<file path="config.mk">
export PLATFORM = sky130hd
export DESIGN_NAME = synth_serial_program_regs
export DESIGN_NICKNAME = d
export VERILOG_FILES = /design/src/synth_prog_pkg.sv /design/src/synth_serial_program_regs.sv /design/src/lock_filter.sv
export SDC_FILE = /design/constraint.sdc
export NUM_CORES = 1
export LEC_CHECK = 0
export BUFFER_PORTS_ARGS = -buffer_cell sky130_fd_sc_hd__buf_2
export CAP_MARGIN = 20
export CORE_AREA = 2 2 136 138
export CTS_BUF_LIST = sky130_fd_sc_hd__clkbuf_8 sky130_fd_sc_hd__clkbuf_16
export CTS_CLUSTER_SIZE = 20
export DETAILED_ROUTE_END_ITERATION = 8
export DIE_AREA = 0 0 138 140
export GPL_TIMING_DRIVEN = 0
export PLACE_DENSITY = 0.81
export REMOVE_ABC_BUFFERS = 1
export SYNTH_ARGS = -nofsm -noshare
export SYNTH_HDL_FRONTEND = slang
export SYNTH_SLANG_ARGS = --single-unit
</file>
<file path="constraint.sdc">
create_clock -name core_clk -period 5 [get_ports core_clk]
set_input_delay 0.25 -clock core_clk [delete_from_list [all_inputs] [get_ports core_clk]]
set_output_delay 0.25 -clock core_clk [all_outputs]
set_load 0.03 [all_outputs]
</file>
<file path="src/synth_prog_pkg.sv">
// Package with field layouts and constants for the serial programming block
package synth_prog_pkg;
  localparam int WORD_W      = 24;
  localparam int CODE_W      = 2;
  localparam int PAYLOAD_W   = 22;
  localparam int NUM_LATCHES = 4;
  // Latch select codes
  localparam logic [1:0] SEL_IF_REF = 2'h0;
  localparam logic [1:0] SEL_IF_FB  = 2'h1;
  localparam logic [1:0] SEL_RF_REF = 2'h2;
  localparam logic [1:0] SEL_RF_FB  = 2'h3;
  // Word reset value
  localparam logic [23:0] WORD_RESET = 24'h000000;
  // Counter widths
  localparam int REF_DIV_W = 15;
  localparam int IF_FB_W   = 15;
  localparam int RF_FB_W   = 19;
  localparam logic [14:0] REF_DIV_MIN = 15'h0003;
  // Fractional moduli
  localparam logic [4:0] FRAC_MOD_16 = 5'h10;
  localparam logic [4:0] FRAC_MOD_15 = 5'h0F;
  // Pump current in microamps
  localparam logic [9:0] PUMP_1X_UA = 10'h064;
  localparam logic [9:0] PUMP_8X_UA = 10'h320;
  // Output mux encodings
  localparam logic [2:0] MUX_ANALOG_LD = 3'h0;
  localparam logic [2:0] MUX_IF_DLD    = 3'h4;
  localparam logic [2:0] MUX_RF_DLD    = 3'h2;
  localparam logic [2:0] MUX_BOTH_DLD  = 3'h6;
  localparam logic [2:0] MUX_IF_REF    = 3'h1;
  localparam logic [2:0] MUX_IF_FB     = 3'h5;
  localparam logic [2:0] MUX_RF_REF    = 3'h3;
  localparam logic [2:0] MUX_RF_FB     = 3'h7;
  // Lock detect thresholds
  localparam int LOCK_GOOD_NS     = 15;
  localparam int LOCK_BAD_NS      = 30;
  localparam int LOCK_GOOD_CYCLES = 5;
  localparam int CLK_PERIOD_NS    = 4;
  localparam int LOCK_GOOD_CLKS   = LOCK_GOOD_NS / CLK_PERIOD_NS;
  localparam int LOCK_BAD_CLKS    = (LOCK_BAD_NS + CLK_PERIOD_NS - 1) / CLK_PERIOD_NS;

  typedef struct packed {
    logic        ref_input_sharing;
    logic        frac_modulus_select;
    logic [2:0]  output_mux_select;
    logic        ifloop_pump_gain;
    logic        ifloop_detector_polarity;
    logic [14:0] ifloop_ref_divide;
  } if_ref_fields_t;

  typedef struct packed {
    logic        dll_fast;
    logic        voltage_doubler_enable;
    logic [4:0]  rfloop_pump_word;
    logic [14:0] rfloop_ref_divide;
  } rf_ref_fields_t;

  typedef struct packed {
    logic [2:0]  ifloop_control_word;
    logic [3:0]  cmos_bits;
    logic [11:0] ifloop_main_count;
    logic [2:0]  ifloop_swallow_count;
  } if_fb_fields_t;

  typedef struct packed {
    logic [2:0]  rfloop_control_word;
    logic [10:0] c_count;
    logic [1:0]  b_count;
    logic [1:0]  a_count;
    logic [3:0]  frac_numerator;
  } rf_fb_fields_t;
endpackage

</file>
<file path="src/synth_serial_program_regs.sv">
// Three-wire serial programming front end with latch bank and field decode
`timescale 1ns/1ns
// Contract
// - Words are 24 bits sent MSB first, one bit shifted per serial clock rising edge.
// - The low two bits are the latch select code and the upper 22 bits are payload.
// - A load strobe rising edge copies the shift register into exactly one of four latches.
// - Codes 00,01,10,11 select IF reference, IF feedback, RF reference, RF feedback.
// - Counter settings are 15 bits except the RF feedback setting of 19 bits.
// - IF reference word holds sharing, modulus, mux select, pump word and divide ratio.
// - With sharing set the IF reference input clocks both reference counters.
// - Modulus select 1 gives fractional modulus 16, else 15.
// - Reference divide ratios run 3 to 32767 and the device divides by the programmed value.
// - Pump gain 0 gives 1X current and 1 gives 8X current.
// - Detector polarity 1 is positive and 0 negative.
// - The mux select routes lock detects or counter outputs to the multifunction pin.
// - RF reference word holds calibration speed, doubler enable, pump word, divide ratio.
// - IF feedback word holds swallow, main count, output bits and control word.
// - RF feedback word holds numerator, A, B, C counts and the control word.
// - Digital lock rises after 5 good cycles below 15 ns and falls on one above 30 ns; the code counts as good only errors under 3 core clocks (12 ns).
module synth_serial_program_regs
(
  input  wire logic                    core_clk,
  input  wire logic                    rst,
  input  wire logic                    serial_clk,
  input  wire logic                    serial_data,
  input  wire logic                    load_strobe,
  input  wire logic                    if_osc_in,
  input  wire logic                    rf_osc_in,
  input  wire logic                    analog_lock,
  input  wire logic                    if_phase_err,
  input  wire logic                    if_cmp_done,
  input  wire logic                    rf_phase_err,
  input  wire logic                    rf_cmp_done,
  input  wire logic                    if_fb_out,
  input  wire logic                    rf_fb_out,
  output synth_prog_pkg::if_ref_fields_t if_ref_fields,
  output synth_prog_pkg::rf_ref_fields_t rf_ref_fields,
  output synth_prog_pkg::if_fb_fields_t  if_fb_fields,
  output synth_prog_pkg::rf_fb_fields_t  rf_fb_fields,
  output logic [4:0]                   frac_modulus,
  output logic [9:0]                   ifloop_pump_ua,
  output logic                         ifloop_pump_up_on_high,
  output logic                         if_ref_tick,
  output logic                         rf_ref_tick,
  output logic                         if_locked,
  output logic                         rf_locked,
  output logic                         multifunction_pin
);
  import synth_prog_pkg::*;

  // Three-stage samplers for the asynchronous pins
  logic [2:0] sclk_s, sdat_s, load_s, ifo_s, rfo_s;
  logic       sclk_q, load_q, ifo_q, rfo_q;
  logic       next_sclk_q, next_load_q, next_ifo_q, next_rfo_q;

  // A pin level is taken only once stages two and three agree, so a glitch cannot count
  always_comb begin
    next_sclk_q = (sclk_s[1] == sclk_s[2]) ? sclk_s[2] : sclk_q;
    next_load_q = (load_s[1] == load_s[2]) ? load_s[2] : load_q;
    next_ifo_q  = (ifo_s[1] == ifo_s[2]) ? ifo_s[2] : ifo_q;
    next_rfo_q  = (rfo_s[1] == rfo_s[2]) ? rfo_s[2] : rfo_q;
  end

  always_ff @(posedge core_clk or posedge rst) begin
    if (rst) begin
      sclk_s <= 3'h0;
      sdat_s <= 3'h0;
      load_s <= 3'h0;
      ifo_s  <= 3'h0;
      rfo_s  <= 3'h0;
      sclk_q <= 1'b0;
      load_q <= 1'b0;
      ifo_q  <= 1'b0;
      rfo_q  <= 1'b0;
    end else begin
      sclk_s <= {sclk_s[1:0], serial_clk};
      sdat_s <= {sdat_s[1:0], serial_data};
      load_s <= {load_s[1:0], load_strobe};
      ifo_s  <= {ifo_s[1:0], if_osc_in};
      rfo_s  <= {rfo_s[1:0], rf_osc_in};
      sclk_q <= next_sclk_q;
      load_q <= next_load_q;
      ifo_q  <= next_ifo_q;
      rfo_q  <= next_rfo_q;
    end
  end

  // Rising edges count once stage two and three agree on the new level
  logic sclk_rise, load_rise, ifo_rise, rfo_rise;
  assign sclk_rise = (sclk_s[2:1] == 2'b11) && !sclk_q;
  assign load_rise = (load_s[2:1] == 2'b11) && !load_q;
  assign ifo_rise  = (ifo_s[2:1] == 2'b11) && !ifo_q;
  assign rfo_rise  = (rfo_s[2:1] == 2'b11) && !rfo_q;

  // Shift register and latch bank; data sampled in the same aligned stage as clock
  logic [WORD_W-1:0] shift_reg, next_shift_reg;
  logic [WORD_W-1:0] latch_word [NUM_LATCHES];
  logic [WORD_W-1:0] next_latch_word [NUM_LATCHES];
  logic [CODE_W-1:0] latch_select_code;
  logic [PAYLOAD_W-1:0] payload;
  assign latch_select_code = shift_reg[CODE_W-1:0];
  assign payload           = shift_reg[WORD_W-1:CODE_W];

  always_comb begin
    next_shift_reg = shift_reg;
    if (sclk_rise) begin
      next_shift_reg = {shift_reg[WORD_W-2:0], sdat_s[2]};
    end
    for (int i = 0; i < NUM_LATCHES; i++) begin
      next_latch_word[i] = latch_word[i];
      if (load_rise && latch_select_code == 2'(i)) begin
        next_latch_word[i] = shift_reg;
      end
    end
  end

  always_ff @(posedge core_clk or posedge rst) begin
    if (rst) begin
      shift_reg <= WORD_RESET;
      for (int i = 0; i < NUM_LATCHES; i++) latch_word[i] <= WORD_RESET;
    end else begin
      shift_reg <= next_shift_reg;
      for (int i = 0; i < NUM_LATCHES; i++) latch_word[i] <= next_latch_word[i];
    end
  end

  // Field decode straight from the stored words
  assign if_ref_fields = if_ref_fields_t'(latch_word[SEL_IF_REF][WORD_W-1:CODE_W]);
  assign rf_ref_fields = rf_ref_fields_t'(latch_word[SEL_RF_REF][WORD_W-1:CODE_W]);
  assign if_fb_fields  = if_fb_fields_t'(latch_word[SEL_IF_FB][WORD_W-1:CODE_W]);
  assign rf_fb_fields  = rf_fb_fields_t'(latch_word[SEL_RF_FB][WORD_W-1:CODE_W]);

  assign frac_modulus = if_ref_fields.frac_modulus_select ? FRAC_MOD_16 : FRAC_MOD_15;
  assign ifloop_pump_ua = if_ref_fields.ifloop_pump_gain ? PUMP_8X_UA : PUMP_1X_UA;
  assign ifloop_pump_up_on_high = if_ref_fields.ifloop_detector_polarity;

  // Reference dividers; sharing lets the IF input clock the RF counter too
  logic rf_ref_edge;
  assign rf_ref_edge = if_ref_fields.ref_input_sharing ? ifo_rise : rfo_rise;
  logic [REF_DIV_W-1:0] if_ref_cnt, rf_ref_cnt, next_if_ref_cnt, next_rf_ref_cnt;
  logic [REF_DIV_W-1:0] if_div, rf_div;
  logic next_if_tick, next_rf_tick;
  // Values below the minimum are clamped; the host must not program them
  assign if_div = (if_ref_fields.ifloop_ref_divide < REF_DIV_MIN) ? REF_DIV_MIN
                  : if_ref_fields.ifloop_ref_divide;
  assign rf_div = (rf_ref_fields.rfloop_ref_divide < REF_DIV_MIN) ? REF_DIV_MIN
                  : rf_ref_fields.rfloop_ref_divide;

  always_comb begin
    next_if_ref_cnt = if_ref_cnt;
    next_rf_ref_cnt = rf_ref_cnt;
    next_if_tick    = 1'b0;
    next_rf_tick    = 1'b0;
    if (ifo_rise) begin
      if (if_ref_cnt >= if_div - 15'h0001) begin
        next_if_ref_cnt = 15'h0000;
        next_if_tick    = 1'b1;
      end else begin
        next_if_ref_cnt = if_ref_cnt + 15'h0001;
      end
    end
    if (rf_ref_edge) begin
      if (rf_ref_cnt >= rf_div - 15'h0001) begin
        next_rf_ref_cnt = 15'h0000;
        next_rf_tick    = 1'b1;
      end else begin
        next_rf_ref_cnt = rf_ref_cnt + 15'h0001;
      end
    end
  end

  always_ff @(posedge core_clk or posedge rst) begin
    if (rst) begin
      if_ref_cnt  <= 15'h0000;
      rf_ref_cnt  <= 15'h0000;
      if_ref_tick <= 1'b0;
      rf_ref_tick <= 1'b0;
    end else begin
      if_ref_cnt  <= next_if_ref_cnt;
      rf_ref_cnt  <= next_rf_ref_cnt;
      if_ref_tick <= next_if_tick;
      rf_ref_tick <= next_rf_tick;
    end
  end

  // Digital lock filters, one per loop
  lock_filter u_if_lock (
    .core_clk   (core_clk),
    .rst        (rst),
    .err_active (if_phase_err),
    .cmp_done   (if_cmp_done),
    .locked     (if_locked)
  );
  lock_filter u_rf_lock (
    .core_clk   (core_clk),
    .rst        (rst),
    .err_active (rf_phase_err),
    .cmp_done   (rf_cmp_done),
    .locked     (rf_locked)
  );

  // Multifunction pin routing, registered
  logic next_mf;
  always_comb begin
    case (if_ref_fields.output_mux_select)
      MUX_ANALOG_LD: next_mf = analog_lock;
      MUX_IF_DLD:    next_mf = if_locked;
      MUX_RF_DLD:    next_mf = rf_locked;
      MUX_BOTH_DLD:  next_mf = if_locked & rf_locked;
      MUX_IF_REF:    next_mf = if_ref_tick;
      MUX_IF_FB:     next_mf = if_fb_out;
      MUX_RF_REF:    next_mf = rf_ref_tick;
      MUX_RF_FB:     next_mf = rf_fb_out;
      default:       next_mf = 1'b0;
    endcase
  end

  always_ff @(posedge core_clk or posedge rst) begin
    if (rst) multifunction_pin <= 1'b0;
    else     multifunction_pin <= next_mf;
  end

  // Checks
  a_shift_step: assert property (@(posedge core_clk) disable iff (rst)
    sclk_rise |=> shift_reg == {$past(shift_reg[WORD_W-2:0]), $past(sdat_s[2])})
    else $error("shift step wrong");
  a_latch_load: assert property (@(posedge core_clk) disable iff (rst)
    load_rise |=> latch_word[$past(latch_select_code)] == $past(shift_reg))
    else $error("latch load wrong");
  a_if_ref_hold: assert property (@(posedge core_clk) disable iff (rst)
    !(load_rise && latch_select_code == SEL_IF_REF) |=> $stable(latch_word[SEL_IF_REF]))
    else $error("unselected latch changed");
  a_rf_fb_hold: assert property (@(posedge core_clk) disable iff (rst)
    !(load_rise && latch_select_code == SEL_RF_FB) |=> $stable(latch_word[SEL_RF_FB]))
    else $error("unselected RF feedback changed");
  a_frac_mod: assert property (@(posedge core_clk) disable iff (rst)
    frac_modulus == (latch_word[SEL_IF_REF][22] ? 5'h10 : 5'h0F))
    else $error("modulus wrong");
  a_pump_gain: assert property (@(posedge core_clk) disable iff (rst)
    ifloop_pump_ua == (latch_word[SEL_IF_REF][18] ? 10'h320 : 10'h064))
    else $error("pump current wrong");
  a_field_map: assert property (@(posedge core_clk) disable iff (rst)
    if_ref_fields.ifloop_ref_divide == latch_word[SEL_IF_REF][16:2]
    && rf_fb_fields.frac_numerator == latch_word[SEL_RF_FB][5:2])
    else $error("field map wrong");
  a_mux_analog: assert property (@(posedge core_clk) disable iff (rst)
    if_ref_fields.output_mux_select == MUX_ANALOG_LD && $stable(if_ref_fields)
    |=> multifunction_pin == $past(analog_lock))
    else $error("mux analog wrong");
  a_share_tick: assert property (@(posedge core_clk) disable iff (rst)
    if_ref_fields.ref_input_sharing && !ifo_rise |=> !rf_ref_tick)
    else $error("shared tick wrong");
  // Long error with no judgement inside it, then a short quiet gap before the judgement
  a_unlock_bad: assert property (@(posedge core_clk) disable iff (rst)
    (if_phase_err && !if_cmp_done) [*8] ##1 (!if_cmp_done) [*2] ##1 if_cmp_done
    |=> !if_locked)
    else $error("lock not dropped");
  c_load_if_ref: cover property (@(posedge core_clk) load_rise && latch_select_code == SEL_IF_REF);
  c_load_rf_fb:  cover property (@(posedge core_clk) load_rise && latch_select_code == SEL_RF_FB);
  c_if_lock:     cover property (@(posedge core_clk) $rose(if_locked));
  c_rf_tick:     cover property (@(posedge core_clk) rf_ref_tick);
endmodule // synth_serial_program_regs

</file>
<file path="src/lock_filter.sv">
// Digital lock filter: phase error width against good and bad thresholds
`timescale 1ns/1ns
module lock_filter
(
  input  wire logic core_clk,
  input  wire logic rst,
  input  wire logic err_active,
  input  wire logic cmp_done,
  output logic      locked
);
  import synth_prog_pkg::*;

  logic [7:0] err_len;
  logic [7:0] next_err_len;
  logic [2:0] good_cnt;
  logic [2:0] next_good_cnt;
  logic       bad_seen;
  logic       next_bad_seen;
  logic       next_locked;

  // Measure error pulse width; judge each cycle at cmp_done
  always_comb begin
    next_err_len  = err_len;
    next_good_cnt = good_cnt;
    next_bad_seen = bad_seen;
    next_locked   = locked;
    if (err_active && err_len != 8'hFF) begin
      next_err_len = err_len + 8'h01;
    end
    if (err_len >= 8'(LOCK_BAD_CLKS)) begin
      next_bad_seen = 1'b1;
    end
    if (cmp_done) begin
      next_err_len  = 8'h00;
      next_bad_seen = 1'b0;
      if (bad_seen || err_len >= 8'(LOCK_BAD_CLKS)) begin
        next_good_cnt = 3'h0;
        next_locked   = 1'b0;
      end else if (err_len < 8'(LOCK_GOOD_CLKS)) begin
        if (good_cnt == 3'(LOCK_GOOD_CYCLES - 1)) begin
          next_locked = 1'b1;
        end else begin
          next_good_cnt = good_cnt + 3'h1;
        end
      end else begin
        next_good_cnt = 3'h0; // Middle band restarts the run without unlocking
      end
    end
  end

  always_ff @(posedge core_clk or posedge rst) begin
    if (rst) begin
      err_len  <= 8'h00;
      good_cnt <= 3'h0;
      bad_seen <= 1'b0;
      locked   <= 1'b0;
    end else begin
      err_len  <= next_err_len;
      good_cnt <= next_good_cnt;
      bad_seen <= next_bad_seen;
      locked   <= next_locked;
    end
  end
endmodule // lock_filter

</file>
* Word level (Yosys, flattened, before mapping)
Index checks and enable logic that the tools add are counted.
** Operators by class
- Eq/ne operators :: 24
- $lt $le $gt $ge :: 8
- Shift-type cells :: 0
- Multiply operators :: 0
- Bitwise operators :: 1
- Reductions and logical operators :: 30
- $add $sub $neg :: 8
- Mux-type cells :: 32
- Divide/modulo/power cells :: 0
** Operators with widths (count)
- $mux 15 :: 4
- $mux 8 :: 4
- $add 15x1->15 const B :: 2
- $ge 15x15->1 :: 2
- $lt 15x2->1 const B :: 2
- $sub 15x1->15 const B :: 2
- $eq 3x3->1 const B :: 6
- $mux 3 :: 6
- $add 8x1->8 const B :: 2
- $ge 8x4->1 const B :: 2
- $lt 8x2->1 const B :: 2
- $ne 8x8->1 const B :: 2
- $reduce_bool 2->1 :: 8
- $mux 1 :: 15
- $eq 2x2->1 const B :: 6
- $logic_and 1x1->1 :: 10
- $mux 10 :: 1
- $pmux 1 s8 :: 1
- $add 3x1->3 const B :: 2
- $eq 3x2->1 const B :: 2
- $ne 3x2->1 const B :: 2
- $reduce_and 3->1 :: 2
- $mux 5 :: 1
- $eq 1x1->1 :: 4
- 8 further kinds :: 13
** Storage, ports and cells
- Logic and storage cells :: 130
- Memory bits (read-only) :: 0
- Input bits :: 14
- Memories :: 0
- Bits in registers :: 198
- Latch bits :: 0
- Memory bits (writable) :: 0
- Output and inout bits :: 109

* Logic depth before layout (Yosys ltp)
Gate-level depths: netlist of run 1.
- Word-level depth :: 6
- Gate-level depth with buffers :: 16
- Mapped depth without buffers :: 15

* Modules after synthesis
Synthesis of run 1 repeated with hierarchy kept, for this count alone.
** Unflattened totals
- Cells, all modules :: 789
- Area, all modules :: 9255.1 um^2
** By module, submodules not included
- synth_serial_program_regs :: cells an instance 627, area each 7721.2 um^2, sequential area each 4103.9 um^2, times used 1
- lock_filter :: cells an instance 81, area each 767.0 um^2, sequential area each 325.3 um^2, times used 2

* Worst setup path before layout of run 1
No wires, ideal clock.
- Kind :: reg-to-reg
- Start :: register latch_word, in the netlist rf_ref_fields[7]
- End :: register rf_ref_cnt[3]
- Cell stages (with the launch flop) :: 17
- Path buffers :: 2
- Slack :: 0.865 ns
- Arrival :: 4.048 ns
- Library setup time :: 0.087 ns
- Period minus slack after synthesis :: 4.135 ns
- Required time :: 4.913 ns
- Path through :: dfrtp_1 or4_4 or4_4 nor2_1 nor2_1 ha_1 or3b_1 clkbuf_1 nor3b_1 xnor2_1 ha_1 a21oi_1 o21ai_0 a21oi_1 o21ai_0 clkbuf_1 o211ai_1
** On the way
- Cells in the longest elaborated chain, start to end :: 5
** Ends and longest elaborated chain
- start, declared :: line synth_serial_program_regs.sv:97 : logic [WORD_W-1:0] latch_word [NUM_LATCHES];
- $lt 15x2->1 :: line synth_serial_program_regs.sv:146 : assign rf_div = (rf_ref_fields.rfloop_ref_divide < REF_DIV_MIN) ? REF_DIV_MIN
- $mux 15 * :: line synth_serial_program_regs.sv:146
- $sub 15x1->15 * :: line synth_serial_program_regs.sv:163 : if (rf_ref_cnt >= rf_div - 15'h0001) begin
- $ge 15x15->1 * :: line synth_serial_program_regs.sv:163
- $mux 15 * :: line synth_serial_program_regs.sv:163
- end signal, assigned :: line synth_serial_program_regs.sv:180 : rf_ref_cnt <= next_rf_ref_cnt;
- end, declared :: line synth_serial_program_regs.sv:140 : logic [REF_DIV_W-1:0] if_ref_cnt, rf_ref_cnt, next_if_ref_cnt, next_rf_ref_cnt;
Every way passes the cells marked *; elsewhere a longest branch is shown, timed or not.
A chain may end at the register's enable or synchronous reset.

* Worst setup path in the final report of run 1
- Start :: register latch_word, in the netlist rf_ref_fields[7]
- End :: register rf_ref_tick
** On the way
- Cells in the longest elaborated chain, start to end :: 6
** Ends and longest elaborated chain
- $lt 15x2->1 :: line synth_serial_program_regs.sv:146
- $mux 15 * :: line synth_serial_program_regs.sv:146
- $sub 15x1->15 * :: line synth_serial_program_regs.sv:163
- $ge 15x15->1 * :: line synth_serial_program_regs.sv:163
- $mux 1 * :: line synth_serial_program_regs.sv:163
- $mux 1 * :: line synth_serial_program_regs.sv:162 : if (rf_ref_edge) begin
- named net next_rf_tick :: line synth_serial_program_regs.sv:142 : logic next_if_tick, next_rf_tick;
- end signal, assigned :: line synth_serial_program_regs.sv:182 : rf_ref_tick <= next_rf_tick;
- end, declared :: line synth_serial_program_regs.sv:44 : output logic rf_ref_tick,
The timed path passes the listed nets; every way through them passes the cells marked *.

==> metrics.csv, run 1 <==
stage,metric,value,unit
timing,Final TNS setup,0,ns
timing,Slew Limit Fails,0,
setup_path,reg-to-reg endpoint,rf_ref_tick,
setup_path,CP arrival,4.93,ns
cts,CTS root buf,clkbuf_16,
logic_synthesis,post-synthesis compound-gate area fraction,0.06251,
cts,H-tree depth,4,
global_route,GRT Util Overall,0.2100,
place,dpl cells,1098,
drt,DR iter-0 viols,479,
global_route,initial antenna violation count,0,
logic_synthesis,Synth Area in Adders,0.06306,
logic_synthesis,Post-Syn Area per Cell,11.76,um2
layout,Area Overhead vs Synth,16.68,%
setup_path,worst-path fanout max,9,
worst_hold_path,Min-Delay Path Class,primary input to register,
floorplanning,IO Pins,123,
setup_path,R2R setup slack,0.37,ns
logic_synthesis,Synth Area in Simple Gates,0.1295,
logic_synthesis,largest family of logic cells by synthesized area,multiplexers,
cts,clock sinks,190,
power,leakage,0.005312,uW
drt,final WL,19740,um
logic_synthesis,sequential area share after synthesis,0.5209,
floorplanning,Starting Density,0.5134,
global_route,GRT overflow,0,
power,Max VDD drop,0.0003710,V
drt,Initial DRT Pass Iterations,5,
logic_synthesis,yosys synthesis warning count,0,
layout,share of layout cells above drive strength 1,0.3168,
logic_synthesis,netlist area before placement,0.009128,mm2
layout,Antenna diodes,0,
setup_path,worst setup path endpoint,rf_ref_tick,
logic_synthesis,synthesized flop and latch total,190,
place,I/O Buffers,116,
layout,max FFs per register,24,
place,routability cong.,0.8578,
setup_path,CP Class,register to register,
cts,maximum clock path buffer count,2,
cts,Clock Latency Late Sink,0.43,ns
drt,Routed Antenna Nets,0,
logic_synthesis,share of the synthesized area in the top cell type,0.5209,
cts,Clock Pin Slew Worst Setup and Hold Paths,0.07,ns
timing,fin crit period,4.633,ns
global_route,first-pass GRT wire length,32680,um
global_route,largest net degree at the start of global routing,118,
logic_synthesis,post-synth cell types,61,
setup_path,R2R depth,15,
floorplanning,Die Area,0.01932,mm2
logic_synthesis,Mapped Cells,776,
run,maximum capacitance violations,0,
setup_path,crit path from,rf_ref_fields[7],
cts,Post-CTS Setup Repair Bufs,0,
timing,fin crit share,0.9266,
timing,Clock Skews,0.007373,ns
drt,Residual DRC,0,
layout,final instance area,0.01065,mm2
drt,via/cell ratio,5.597,
setup_path,Setup crit end kind,register,
setup_path,WP data required,5.29,ns
place,setup slack at placement,0.4253,ns
setup_path,reg2reg start,rf_ref_fields[7],
drt,WL/cell,17.35,um
drt,Vias,6369,
floorplanning,Die Y,140,um
logic_synthesis,post-synthesis mux area share,0.1441,
cts,CTS resizes,0,
place,dpl hpwl,13650,um
timing,FMAX,215.8,MHz
place,placed cell areas,0.009958,mm2
logic_synthesis,Synth async-reset ratio,1.000,
floorplanning,die width,138,um
floorplanning,Core Area,0.01778,mm2
timing,Hold WS,0.1563,ns
layout,Layout Nets,956,
timing,worst rel slew slack,0.3564,
timing,final setup fails,0,
timing,fin worst setup slack,0.3669,ns
floorplanning,# rows,49,
cts,TritonCTS clock tree,yes,
cts,Num CTS Buffers,17,
layout,fillcell total,1392,
layout,register area,0.004755,mm2
layout,fin cells,1138,
layout,area of the multi-input gates,0.004169,mm2
logic_synthesis,Synth area leader,dfrtp_1,
logic_synthesis,Synth Flop Type,dfrtp_1,
global_route,vias in the first global route,6312,
timing,Final Hold Viols,0,
power,Power Density,483.0,mW/mm2
logic_synthesis,"top cells by area, synth","dfrtp_1, mux2_2, ha_1, xnor2_1, nand2_1",
logic_synthesis,XOR/XNOR share of the synthesized area,0.05086,
timing,worst-margin pin slew,0.9614,ns
setup_path,CP startpoint kind,register,
outcome,run status,finished clean,
logic_synthesis,"EDFF count, synth",0,
timing,RSZ-0062 raised after global routing,false,
-- how the worst min path moves through the flow --
stage | from | endpoint | slack, ns | depth (start not counted)
floorplan | if_osc_in | ifo_s[0] | 0.28 | 0
global placement | sdat_s[0] | sdat_s[1] | 0.33 | 0
detailed placement | sdat_s[1] | sdat_s[2] | 0.33 | 0
CTS | rf_cmp_done | u_rf_lock.err_len[5] | 0.13 | 2
global route | rf_cmp_done | u_rf_lock.err_len[1] | 0.17 | 2
finish | rf_cmp_done | u_rf_lock.err_len[1] | 0.16 | 2
-- final cells by class --
type                    instances  share of cell area
inverters                      20            0.007754
multi-input cells             537              0.3914
repair buffers                130             0.07025
clock inverters                15             0.01727
well taps                     229             0.02690
clock buffers                  17             0.03994
flip-flops and latches        190              0.4464
-- where the power goes --
group	internal [uW]	total (uW)	switching, uW
registers	1730	1990	255
clock network	753	1380	623
logic	700	1780	1080
-- critical path: stages, from the launching register on --
cell,delay (ns)
dfrtp_1,0.47
or4_4,0.59
or4_4,0.53
nor2_1,0.17
nor2_1,0.08
ha_1,0.22
or3b_1,0.28
nor3_1,0.10
xnor2_1,0.15
ha_1,0.29
a21oi_1,0.13
o21ai_0,0.10
a21oi_1,0.46
o21ai_0,0.39
buf_2,0.29
and2_1,0.24
-- layer usage --
metal / wire length [um] / vias up / GRT usage
met5: 0 / - / 0
met4: 447 / 0 / 0.07519
met3: 998 / 31 / 0.05128
met2: 9630 / 164 / 0.3431
met1: 8668 / 3190 / 0.2755
li1: - / 2984 / -
-- layout by cell type, fill, tap and decap left out, types with 6 or more instances in the layout --
cell,n
mux2_2,113
dlygate4sd3_1,6
nor3_1,15
conb_1,6
o211ai_1,7
nand2_1,61
xor2_1,18
o21ai_0,22
a21oi_1,27
or3_1,7
clkbuf_16,17
and3_1,6
nand4_1,14
nand2b_1,6
nor2_1,60
ha_1,46
nor4_1,7
nor2b_1,7
dfrtp_1,190
xnor2_1,35
inv_1,19
buf_2,117
nand3_1,15
-- Yosys cell counts, drive strengths merged (2+ instances only) --
cell / count
nand2: 61
nand3: 15
nor2b: 7
a211oi: 3
a21oi: 27
and3: 6
or4: 6
o311ai: 3
or3: 9
mux2i: 2
o21bai: 3
dfrtp: 190
and2: 4
nor3b: 2
and4: 2
buf: 20
xnor2: 35
nand2b: 6
clkbuf: 13
o21ai: 24
or3b: 2
nor4: 9
nand4: 14
a2111oi: 2
xor2: 18
o211ai: 7
nand3b: 3
conb: 2
o221ai: 2
o31ai: 4
nor4bb: 2
nor3: 17
nor2: 60
inv: 20
mux2: 113
a21o: 2
ha: 46
-- logic make-up (layout without fill, tap and decap cells) --
| kind of cell | after synthesis | after routing |
|---|---|---|
| simple gates | 229 | 229 |
| flops | 190 | 190 |
| xor+xnor | 53 | 53 |
| mux | 116 | 116 |
| fa+ha+maj | 46 | 46 |
| other cells | 2 | 6 |
| buf+inv | 53 | 182 |
| compound gates | 87 | 87 |
-- metrics by stage --
stage | util | total power, uW
4_1_cts | 0.5977 | 5155
3_3_place_gp | 0.5527 | 3653
2_1_floorplan | - | 3250
3_5_place_dp | 0.5601 | 3764
6_report | 0.5990 | 5144
5_1_grt | 0.5990 | 5476
-- repair_timing --
item,CTS,global route
hold buffers,6,0
hold endpoints to repair,78,0
setup endpoints to repair,0,0
Note: power is estimated with default switching activity, not from simulation.
==> run 2, diff against run 1 <==
--- a/config.mk
+++ b/config.mk
@@ -7,14 +7,15 @@
 export LEC_CHECK = 0
 export BUFFER_PORTS_ARGS = -buffer_cell sky130_fd_sc_hd__buf_2
 export CAP_MARGIN = 20
-export CORE_AREA = 2 2 136 138
+export CORE_AREA = 2 2 137 139
 export CTS_BUF_LIST = sky130_fd_sc_hd__clkbuf_8 sky130_fd_sc_hd__clkbuf_16
 export CTS_CLUSTER_SIZE = 20
 export DETAILED_ROUTE_END_ITERATION = 8
-export DIE_AREA = 0 0 138 140
+export DIE_AREA = 0 0 139 141
 export GPL_TIMING_DRIVEN = 0
 export PLACE_DENSITY = 0.81
 export REMOVE_ABC_BUFFERS = 1
 export SYNTH_ARGS = -nofsm -noshare
 export SYNTH_HDL_FRONTEND = slang
+export SYNTH_HIERARCHICAL = 1
 export SYNTH_SLANG_ARGS = --single-unit
==> run 2 against run 1 <==
Sequential share of layout area decreased by 0.37 points. Worst hold slack got worse by 0.011 ns. Global-route usage shrank 0.13 points. Sequential power about the same. Combinational power grew 9.6%. Routed wire length up 0.69%. Die area is 1.4% higher. Clock power down 6%. Count of clock-buffer cells in the layout is the same. Non-clock buffer count did not move. Critical path type unchanged. Critical endpoint is now if_ref_tick. Largest power group unchanged.
==> metrics.csv, run 2 <==
stage,metric,value,unit
outcome,run status,finished clean,
layout,fillcell total,1474,
logic_synthesis,Mapped Cells,789,
drt,DR iter-0 viols,409,
cts,CTS root buf,clkbuf_16,
cts,TritonCTS clock tree,yes,
timing,RSZ-0062 raised after global routing,false,
layout,most frequent cells in the layout,"dfrtp_1, mux2_2, buf_2",
timing,worst rel slew slack,0.3389,
setup_path,R2R depth,15,
drt,Routed Antenna Nets,0,
logic_synthesis,Synth area leader,dfrtp_1,
setup_path,crit-path max cell delay,0.83,ns
layout,Area Overhead vs Synth,16.05,%
floorplanning,IO Pins,123,
timing,Clock Skews,0.01105,ns
floorplanning,Starting Density,0.5066,
power,leakage,0.005351,uW
floorplanning,Die Area,0.01960,mm2
logic_synthesis,"EDFF count, synth",0,
setup_path,Setup crit end kind,register,
cts,Num CTS Buffers,17,
logic_synthesis,share of the synthesized area in the top cell type,0.5137,
setup_path,worst-path fanout max,14,
drt,Vias,6446,
timing,Hold WS,0.1454,ns
run,maximum capacitance violations,0,
global_route,GRT Util Overall,0.2087,
power,Max VDD drop,0.0002986,V
cts,Clock Latency Late Sink,0.43,ns
cts,H-tree depth,4,
setup_path,"Slowest-stage cell, CP",o21ai_1,
setup_path,crit-path most repeated cell,nor2_1,
logic_synthesis,most frequent cell after synthesis,dfrtp_1,
floorplanning,die width,139,um
global_route,first-pass GRT wire length,32900,um
floorplanning,Die Y,141,um
global_route,vias in the first global route,6301,
logic_synthesis,post-synthesis compound-gate area fraction,0.07246,
logic_synthesis,synthesized flop and latch total,190,
place,I/O Buffers,116,
setup_path,WP data required,5.35,ns
timing,fin crit share,0.8471,
logic_synthesis,Synth Flop Type,dfrtp_1,
drt,WL/cell,17.26,um
logic_synthesis,XOR/XNOR share of the synthesized area,0.04637,
timing,Final Hold Viols,0,
logic_synthesis,largest family of logic cells by synthesized area,multiplexers,
logic_synthesis,post-synthesis mux area share,0.1479,
logic_synthesis,"top cells by area, synth","dfrtp_1, mux2_2, ha_1, xnor2_1, a21oi_1",
place,routability cong.,0.8754,
setup_path,CP startpoint kind,register,
cts,maximum clock path buffer count,2,
setup_path,CP Class,register to register,
floorplanning,# rows,50,
drt,final WL,19880,um
layout,"commonest non-fill, non-tap cell in the layout",dfrtp_1,
layout,fin cells,1152,
worst_hold_path,Min-Delay Path Class,primary input to register,
drt,via/cell ratio,5.595,
logic_synthesis,post-synth cell types,62,
cts,CTS resizes,0,
timing,final setup fails,0,
global_route,initial antenna violation count,0,
logic_synthesis,netlist area before placement,0.009255,mm2
logic_synthesis,Synth async-reset ratio,1.000,
global_route,GRT overflow,0,
place,dpl hpwl,13970,um
logic_synthesis,yosys synthesis warning count,6,
logic_synthesis,sequential area share after synthesis,0.5137,
layout,max FFs per register,24,
drt,Residual DRC,0,
power,Power Density,486.4,mW/mm2
logic_synthesis,Post-synth top cells,"dfrtp_1, mux2_2, a21oi_1, nand2_1, ha_1",
layout,share of layout cells above drive strength 1,0.3148,
timing,fin crit period,4.236,ns
layout,Layout Nets,965,
timing,worst-margin pin slew,0.9851,ns
logic_synthesis,Synth Area in Adders,0.06219,
cts,Post-CTS Setup Repair Bufs,0,
layout,Antenna diodes,0,
setup_path,crit-path cells,"nor4_1, nand3_1, nor2_1, nor2_1, ha_1, nand3b_1, nor3b_1, nand2_1, xor2_1, ha_1, nand2_1, nor2_1, nand4_1, o21ai_1, and2_1",
global_route,largest net degree at the start of global routing,128,
logic_synthesis,Post-Syn Area per Cell,11.73,um2
cts,clock sinks,190,
timing,FMAX,236.1,MHz
cts,post-cts hold buffer count,6,
cts,Clock Pin Slew Worst Setup and Hold Paths,0.07,ns
logic_synthesis,Synth Area in Simple Gates,0.1237,
worst_hold_path,WHS Path Cells,2,
timing,Slew Limit Fails,0,
floorplanning,Core Area,0.01827,mm2
place,dpl cells,1112,
setup_path,CP arrival,4.58,ns
drt,Initial DRT Pass Iterations,4,
==> run 2: changes by cell type after synthesis, moves of 4 or more <==
cell and delta:
a21oi_1 +27, nor2_1 -22, nand2_1 -10, inv_1 +6, buf_2 +5, and3_1 +4
o211ai_1 -4
==> run 2: final cells by class <==
class	instances	area (um2)	share of cell area
Timing Repair Buffer	130	763.2	0.07106
Clock inverter	15	148.9	0.01386
Clock buffer	17	425.4	0.03961
Tap cell	234	292.8	0.02726
Multi-Input combinational cell	540	4250	0.3957
Sequential cell	190	4755	0.4427
Inverter	26	105.1	0.009786
==> run 2: path summary, 6_finish.rpt <==
| kind | slack, ns | start | endpoint |
|---|---|---|---|
| worst max-delay path | 0.76 | if_ref_fields[10] | if_ref_tick |
| worst min-delay path | 0.15 | if_cmp_done | u_if_lock/bad_seen |
| worst max register to register | 0.76 | if_ref_fields[10] | if_ref_tick |
| worst min register to register | 0.35 | rfo_s[0] | rfo_s[1] |
| max in group asynchronous | 3.78 | rst | if_ref_fields[5] |
| min in group asynchronous | 0.37 | rst | rf_ref_tick |
==> run 2: per-layer routing <==
| metal | global-route usage | routed length, um | share of wire |
|---|---|---|---|
| met2 | 0.3477 | 9841 | 0.50 |
| met3 | 0.05299 | 920 | 0.046 |
| met1 | 0.2698 | 8752 | 0.44 |
| met4 | 0.06752 | 365 | 0.018 |
| met5 | 0 | 0 | 0 |
==> run 2: where the power goes <==
part	total, uW	internal (uW)	switching (uW)	leakage (uW)
clock	1300	661	636	0.000276
combinational	1950	770	1180	0.00254
sequential	1980	1730	251	0.00254
total	5220	3160	2060	0.00535
==> run 2: cells by family after synthesis <==
kind of cell,after synthesis
compound gates,111
xor+xnor,49
fa+ha+maj,46
buf+inv,63
flops,190
mux,121
other cells,2
simple gates,207
==> run 2: per-stage QoR <==
step,utilization,instance area (um2),setup WS [ns],setup TNS [ns],power [uW]
floorplan,-,9064,0.3167,0,3367
global placement,0.5440,9937,-1.521,-248.19,3800
detailed placement,0.5513,10070,0.7744,0,3926
CTS,0.5860,10710,0.7791,0,5247
global route,0.5879,10740,0.4372,0,5571
finish,0.5879,10740,0.7643,0,5224
==> run 2: critical path, delay by kind of cell (launching register included) <==
family	cells	cell delay [ns]
DFF	1	0.52
adders and majority gates	2	0.52
and+or+nand+nor	11	2.11
xor gates and xnor gates	1	0.17
AOI/OAI and AO/OA	1	0.83
